===== src/pkg/pbdt_map.svh =====
// Purpose: Timing and layout constants for the programmable binary delay timer
// Assumes: 20 MHz reference clock
// Notes:   Base period is given in ns and converted to cycles
`ifndef PBDT_MAP_SVH
`define PBDT_MAP_SVH
`define PBDT_CLK_PERIOD_NS   50
`define PBDT_BASE_PERIOD_NS  1000
`define PBDT_BASE_CYCLES     (`PBDT_BASE_PERIOD_NS / `PBDT_CLK_PERIOD_NS)
`define PBDT_PULSE_NS        500
`define PBDT_PULSE_CYCLES    ((`PBDT_PULSE_NS + `PBDT_CLK_PERIOD_NS - 1) / `PBDT_CLK_PERIOD_NS)
`define PBDT_COUNT_W         8
`define PBDT_COUNT_START     8'h00
`define PBDT_COUNT_CLEARED   8'hff
`define PBDT_SYNC_M_MAX      10
`endif


===== src/pkg/pbdt_pkg.sv =====
// Purpose: Types for the programmable binary delay timer
// Assumes: Constants live in pbdt_map.svh
// Notes:   One-hot control states
package pbdt_pkg;
  typedef enum logic [1:0] {
    PBDT_CLEARED = 2'b01,
    PBDT_RUNNING = 2'b10
  } pbdt_state_t;

  typedef struct packed {
    logic start;
    logic clear;
  } pbdt_ctrl_t;
endpackage : pbdt_pkg


===== src/pbdt_sync3.sv =====
// Purpose: Three-flop input synchroniser with agreement filter
// Assumes: Input is asynchronous to clk_in
// Notes:   Output changes only when stages two and three agree
`timescale 1ns/1ps
`default_nettype none
module pbdt_sync3
  import pbdt_pkg::*;
#(
  parameter int WIDTH = 1
)(
  input  wire logic             clk_in,
  input  wire logic             rst_n_in,
  input  wire logic [WIDTH-1:0] async_in,
  input  wire logic [WIDTH-1:0] idle_in,
  output logic      [WIDTH-1:0] level_out
);
  logic [WIDTH-1:0] s1_q;
  logic [WIDTH-1:0] s2_q;
  logic [WIDTH-1:0] s3_q;
  logic [WIDTH-1:0] lvl_q;

  initial
  begin
    if (WIDTH < 1) $error("pbdt_sync3: WIDTH must be at least 1");
  end

  // Idle value is a constant at each instance so reset stays constant-only
  always_ff @(posedge clk_in or negedge rst_n_in)
  begin
    if (!rst_n_in)
    begin
      s1_q  <= '0;
      s2_q  <= '0;
      s3_q  <= '0;
      lvl_q <= '0;
    end
    else
    begin
      s1_q <= async_in;
      s2_q <= s1_q;
      s3_q <= s2_q;
      for (int i = 0; i < WIDTH; i++)
      begin
        if (s2_q[i] == s3_q[i]) lvl_q[i] <= s3_q[i];
      end
    end
  end

  assign level_out = lvl_q ^ idle_in ^ idle_in;
endmodule : pbdt_sync3
`default_nettype wire


===== src/pbdt_timer.sv =====
// Purpose: Programmable binary delay timer: time base, 8-bit counter, control flop
// Assumes: Start, clear and sync pins are asynchronous and active high pulses
// Notes:   Open-collector taps: oe high pulls the tap low; released tap reads high
`timescale 1ns/1ps
`default_nettype none
`include "pbdt_map.svh"

module pbdt_timer
  import pbdt_pkg::*;
#(
  parameter int BASE_CYCLES  = `PBDT_BASE_CYCLES,
  parameter int PULSE_CYCLES = `PBDT_PULSE_CYCLES
)(
  input  wire logic       ref_clk_in,
  input  wire logic       arst_n_in,
  input  wire logic       start_pulse_input_in,
  input  wire logic       clear_in,
  input  wire logic       sync_modulation_input_in,
  input  wire logic       timebase_pulse_node_in,
  input  wire logic       timebase_enable_in,
  input  wire logic [7:0] tap_join_in,
  input  wire logic       bus_feedback_in,
  input  wire logic       auto_start_in,
  output logic            timebase_pulse_node_oe_out,
  output logic            timebase_pulse_node_out,
  output logic [7:0]      tap_oe_out,
  output logic [7:0]      tap_out,
  output logic            bus_low_out,
  output logic            running_out
);
  localparam int CNT_W = (BASE_CYCLES > 1) ? $clog2(BASE_CYCLES) : 1;

  initial
  begin
    if (BASE_CYCLES < 2) $error("pbdt_timer: BASE_CYCLES must be at least 2");
    // The pin filter needs two equal samples, so each node level must last two clocks
    if (PULSE_CYCLES < 2 || PULSE_CYCLES > BASE_CYCLES - 2) $error("pbdt_timer: PULSE_CYCLES out of range");
  end

  logic [1:0]        rst_sync_q;
  logic              rst_n;
  pbdt_ctrl_t        ctrl;
  logic              sync_lvl;
  logic              tbo_lvl;
  logic [2:0]        pin_lvl;
  pbdt_state_t       state_q;
  pbdt_state_t       state_d;
  logic [CNT_W-1:0]  phase_q;
  logic [7:0]        count_q;
  logic              tbo_prev_q;
  logic              sync_prev_q;
  logic              auto_done_q;
  logic              start_prev_q;
  logic              clear_prev_q;

  // Reset release through two flops
  always_ff @(posedge ref_clk_in or negedge arst_n_in)
  begin
    if (!arst_n_in) rst_sync_q <= 2'b00;
    else rst_sync_q <= {rst_sync_q[0], 1'b1};
  end
  assign rst_n = rst_sync_q[1];

  // Pins cross into the clock domain; node idles high through its pull-up
  pbdt_sync3 #(.WIDTH(3)) u_sync (
    .clk_in    (ref_clk_in),
    .rst_n_in  (rst_n),
    .async_in  ({~timebase_pulse_node_in, sync_modulation_input_in, start_pulse_input_in}),
    .idle_in   (3'b000),
    .level_out (pin_lvl)
  );
  assign tbo_lvl  = ~pin_lvl[2];
  assign sync_lvl = pin_lvl[1];

  logic clear_lvl;
  pbdt_sync3 #(.WIDTH(1)) u_sync_clr (
    .clk_in    (ref_clk_in),
    .rst_n_in  (rst_n),
    .async_in  (clear_in),
    .idle_in   (1'b0),
    .level_out (clear_lvl)
  );

  // Positive-going edges act as the control pulses
  wire start_edge = pin_lvl[0] & ~start_prev_q;
  wire clear_edge = clear_lvl & ~clear_prev_q;
  assign ctrl.start = start_edge | (auto_start_in & ~auto_done_q);
  // Feedback bus is on this clock, so it clears with no filter delay
  assign ctrl.clear = clear_edge | (bus_feedback_in & ~bus_low_out & (state_q == PBDT_RUNNING));

  // Start only acts from the cleared state; start beats clear
  wire take_start = ctrl.start & (state_q == PBDT_CLEARED);
  wire take_clear = ctrl.clear & ~ctrl.start & (state_q == PBDT_RUNNING);

  always_comb
  begin
    state_d = state_q;
    case (state_q)
      PBDT_CLEARED: if (take_start) state_d = PBDT_RUNNING;
      PBDT_RUNNING: if (take_clear) state_d = PBDT_CLEARED;
      default:      state_d = PBDT_CLEARED;
    endcase
  end

  // Sync rising edge realigns the phase; the source keeps its period at m base periods
  wire sync_edge = sync_lvl & ~sync_prev_q;
  wire phase_end = (phase_q == CNT_W'(BASE_CYCLES - 1));
  wire phase_wrap = phase_end | sync_edge;
  wire [CNT_W-1:0] phase_inc = phase_q + CNT_W'(1);
  wire is_running = (state_q == PBDT_RUNNING);
  wire pulse_low = timebase_enable_in & is_running
                   & (phase_q >= CNT_W'(BASE_CYCLES - PULSE_CYCLES));

  // Counting uses the node as seen on the wire, so an outside clock or clamp rules
  wire tbo_fall = tbo_prev_q & ~tbo_lvl;
  wire [7:0] count_inc = count_q + 8'h01;
  wire hold_cleared = ~is_running | take_clear;

  // Edge history; the node history idles high so reset release shows no false fall
  always_ff @(posedge ref_clk_in or negedge rst_n)
  begin
    if (!rst_n)
    begin
      tbo_prev_q   <= 1'b1;
      sync_prev_q  <= 1'b0;
      start_prev_q <= 1'b0;
      clear_prev_q <= 1'b0;
    end
    else
    begin
      tbo_prev_q   <= tbo_lvl;
      sync_prev_q  <= sync_lvl;
      start_prev_q <= pin_lvl[0];
      clear_prev_q <= clear_lvl;
    end
  end

  always_ff @(posedge ref_clk_in or negedge rst_n)
  begin
    if (!rst_n) state_q <= PBDT_CLEARED;
    else state_q <= state_d;
  end

  // Phase stands still outside a cycle, which is what halts the base on clear
  always_ff @(posedge ref_clk_in or negedge rst_n)
  begin
    if (!rst_n) phase_q <= '0;
    else if (take_start || hold_cleared) phase_q <= '0;
    else if (phase_wrap) phase_q <= '0;
    else phase_q <= phase_inc;
  end

  always_ff @(posedge ref_clk_in or negedge rst_n)
  begin
    if (!rst_n) count_q <= `PBDT_COUNT_CLEARED;
    else if (take_start) count_q <= `PBDT_COUNT_START;
    else if (hold_cleared) count_q <= `PBDT_COUNT_CLEARED;
    else if (tbo_fall) count_q <= count_inc;
  end

  // Continuous mode: the strap fires one start after reset release and never again
  always_ff @(posedge ref_clk_in or negedge rst_n)
  begin
    if (!rst_n) auto_done_q <= 1'b0;
    else auto_done_q <= 1'b1;
  end

  // Taps pull low when their count bit is zero; wired-OR bus is low if any joined tap is
  assign tap_oe_out  = ~count_q;
  assign tap_out     = 8'h00;
  assign bus_low_out = |(tap_join_in & ~count_q);
  assign timebase_pulse_node_oe_out = pulse_low;
  assign timebase_pulse_node_out    = 1'b0;
  assign running_out = is_running;
endmodule : pbdt_timer
`default_nettype wire


===== config.mk =====
export PLATFORM = sky130hd
export DESIGN_NAME = pbdt_timer
export DESIGN_NICKNAME = d
export VERILOG_FILES = /design/src/pkg/pbdt_pkg.sv /design/src/pbdt_sync3.sv /design/src/pbdt_timer.sv
export VERILOG_INCLUDE_DIRS = /design/src /design/src/pkg
export SDC_FILE = /design/constraint.sdc
export NUM_CORES = 1
export LEC_CHECK = 0
export BUFFER_PORTS_ARGS = -buffer_cell sky130_fd_sc_hd__buf_4
export CELL_PAD_IN_SITES_DETAIL_PLACEMENT = 0
export CELL_PAD_IN_SITES_GLOBAL_PLACEMENT = 1
export CORE_UTILIZATION = 47
export CTS_BUF_LIST = sky130_fd_sc_hd__clkbuf_8
export DETAILED_ROUTE_END_ITERATION = 10
export GPL_ROUTABILITY_DRIVEN = 0
export PLACE_DENSITY = 0.89
export SLEW_MARGIN = 20
export SYNTH_ARGS = -nofsm -noshare
export SYNTH_HDL_FRONTEND = slang
export SYNTH_HIERARCHICAL = 1
export SYNTH_SLANG_ARGS = --single-unit

===== constraint.sdc =====
create_clock -name ref_clk_in -period 1.86 [get_ports ref_clk_in]
set_input_delay 0.186 -clock ref_clk_in [delete_from_list [all_inputs] [get_ports ref_clk_in]]
set_output_delay 0.186 -clock ref_clk_in [all_outputs]
set_load 0.05 [all_outputs]

==> impl_results.md <==
- Post-Syn Area per Cell: 11.82 µm²
- Power Density: 1407 nW/µm²
- Yosys top cell by area: dfrtp_1
- Period utilization: 96.42%
- Commonest cells post-synth: dfrtp_1, inv_1, dfstp_2
- PortBufs: 27
- Static Leak: 0.0009591 µW
- Worst relative slew slack: 56.94%
- CTS Buffer Depth: 2
- Initial drt markers: 30
- Final Setup Violations: 0
- EDFF count, synth: 0
- Inserted Diodes: 0
- Post-synthesis sequential area ratio: 59.05%
- Worst-path maximum fanout: 3
- Design Area, Final: 2006 µm²
- CTS H-Tree Depth: 2
- Upper clock frequency limit: 0.5576 GHz
- CTS tree: done
- Avg WL per Cell: 13.04 µm
- Vias: 1033
- Clock Latency Late Sink: 0.28 ns
- VDD IR max: 0.0006363 V
- Final Critical Period: 1.793 ns
- Run status: finished, final reports clean
- Pre-antenna DRT Iters: 4
- Post-Synthesis Cells: 138
- Hold Crit Class: in2reg
- Area contributors post-synth: dfrtp_1, dfstp_2, buf_4
- Initial antenna violation count: 0
- DRC errors left: 0
- Unrepaired setup endpoints after global routing: false
- Max Slew Vio Count: 0
- Layout area overhead: 22.93%
- Critical Path Sink Type: primary output
- Area of the die: 3711 µm²
- CP Data Arrival Time: 1.61 ns
- Final Hold Vio Count: 0
- Post-synth top flop: dfrtp_1
- Cell with the most instances after synthesis: dfrtp_1
- #FFs+latches synth: 38
- Filler Cells Inserted: 273
- Overall global routing resource usage: 17.61%
- Core Region: 3337 µm²
- Clk sink count: 38
- Max-cap violation count: 0
- Die width: 60.92 µm
- WS Path Type: reg2out
- Startpoint Class: flop
- WL final: 2894 µm
- Synth cell types: 36
- I/O pins: 37
- Clk_skew: 0.005001 ns
- Number of nets in the layout: 195
- Largest net degree at the start of global routing: 29
- Starting density of the core: 48.89%
- Setup TNS: 0 ns
- Synth warn: 6
- Row Count: 21
- First-pass GRT wire length: 4471 µm
- Mapped cell area: 1632 µm²
- Synth top area share: 42.94%
- Worst Tran Pin Value: 0.6359 ns
- CP required: 1.67 ns
- CTS Buf Count: 5
- Vias/cell: 4.653
- Post-DP HPWL: 2130 µm
- Grt ovf: 0
- Async set-or-reset flop fraction in the synthesized netlist: 100.0%
- Clk pin slew, worst setup/hold paths: 0.07 ns
- Placed inst area: 1849 µm²
- Remaining antenna violation count: 0
- Layout cells sized above 1: 34.09%
- Root Driver: clkbuf_8
- Die height: 60.92 µm
- Vias in the first global route: 964
## cell type report
| class | count | area (µm²) | share of cell area [%] |
|---|---|---|---|
| multi-input cells | 81 | 575.6 | 28.70 |
| clock buffers | 5 | 68.82 | 3.431 |
| inverters | 14 | 52.55 | 2.620 |
| repair buffers | 35 | 276.5 | 13.79 |
| flip-flops and latches | 38 | 963.4 | 48.04 |
| well taps | 46 | 57.56 | 2.870 |
| clock inverters | 3 | 11.26 | 0.5614 |
## through the flow
step,total power (µW),utilization [%],setup slack [ns],std cells,hold slack [ns]
final,2823,60.11,0.06666,222,0.03328
after global routing,2991,60.11,0.005196,222,0.02468
after CTS,2824,58.64,0.01476,218,0.0007451
after detailed placement,2302,55.42,0.04597,207,-0.02836
after global placement,2269,55.42,0.1455,207,-0.03136
after floorplan,2011,-,0.07931,147,-0.1096
## registers in the layout (all words and copies together), names as in the netlist, 2 cells and up
name / cells
rst_sync_q: 2
state_q: 2
count_q: 8
u_sync/s2_q: 3
phase_q: 5
u_sync/s3_q: 3
u_sync/lvl_q: 3
u_sync/s1_q: 3
## power breakdown
part	leakage (µW)	switching [µW]	internal [µW]	total (µW)
Clock	0.0000519	256	249	505
Sequential	0.000445	96.6	1020	1120
Combinational	0.000463	787	412	1200
Total	0.000959	1140	1680	2820
## worst max-delay path, stage by stage, from the launching register on
cell and delay, ns:
dfrtp_1 0.40, ha_1 0.19, or3_1 0.34, a21oi_1 0.14, nor2_1 0.06, buf_4 0.18
## cell families after synthesis
group / count (synthesis) / synth area share, %
AOI/OAI and AO/OA: 20 / 11.43
xor gates and xnor gates: 7 / 3.758
adders and majority gates: 7 / 5.061
buffers and inverters: 28 / 8.512
DFF: 38 / 59.05
other: 2 / 0.4603
and+or+nand+nor: 36 / 11.74
## final timing paths
kind | start | endpoint | slack, ns | depth (start not counted)
setup / recovery | phase_q[1] | timebase_pulse_node_oe_out | 0.07 | 5
hold / removal | timebase_pulse_node_in | u_sync/s1_q[2] | 0.03 | 2
setup reg to reg | count_q[0] | phase_q[4] | 0.11 | 5
hold reg to reg | rst_sync_q[1] | u_sync/s1_q[2] | 0.15 | 0
max in group asynchronous | rst_sync_q[1] | count_q[4] | 0.99 | 1
min in group asynchronous | rst_sync_q[1] | u_sync/s1_q[2] | 0.15 | 0
## cells in the final DEF (no fill, tap or decap), types with 2 or more instances in the layout
| cell type | netlist | layout |
|---|---|---|
| buf_4 | 9 | 30 |
| dfrtp_1 | 28 | 28 |
| inv_1 | 12 | 15 |
| conb_1 | 2 | 11 |
| dfstp_2 | 10 | 10 |
| a21oi_1 | 8 | 8 |
| nand2_1 | 7 | 7 |
| nor2_1 | 7 | 7 |
| nor2b_1 | 8 | 6 |
| xnor2_1 | 5 | 5 |
| clkbuf_8 | 0 | 5 |
| dlygate4sd3_1 | 0 | 4 |
| maj3_2 | 4 | 4 |
| ha_1 | 3 | 3 |
| nor2b_2 | 0 | 2 |
| inv_2 | 2 | 2 |
| a2111oi_4 | 2 | 2 |
| nand3_1 | 2 | 2 |
| xor2_1 | 2 | 2 |
| a21boi_0 | 2 | 2 |
| o22ai_1 | 2 | 2 |
| nand4_1 | 2 | 2 |
## routing by layer
layer  part of all wire (%)  global-route usage [%]  vias to the layer above
met1                     44                   21.46                      491
met4                    1.5                   6.818                        0
met5                      0                       0                        -
met2                     49                   28.73                       35
met3                    5.4                   6.397                        5
li1                       -                       -                      502
## timing repair
action | 4_1_cts | 5_1_grt
resized for setup | 0 | 3
hold buffers | 2 | 2
setup buffers | 1 | 2
endpoints found under the setup margin | 2 | 3
hold endpoints to repair | 3 | 2
pin swaps | 1 | 3
No activity file was read; power rests on OpenSTA's default activity.
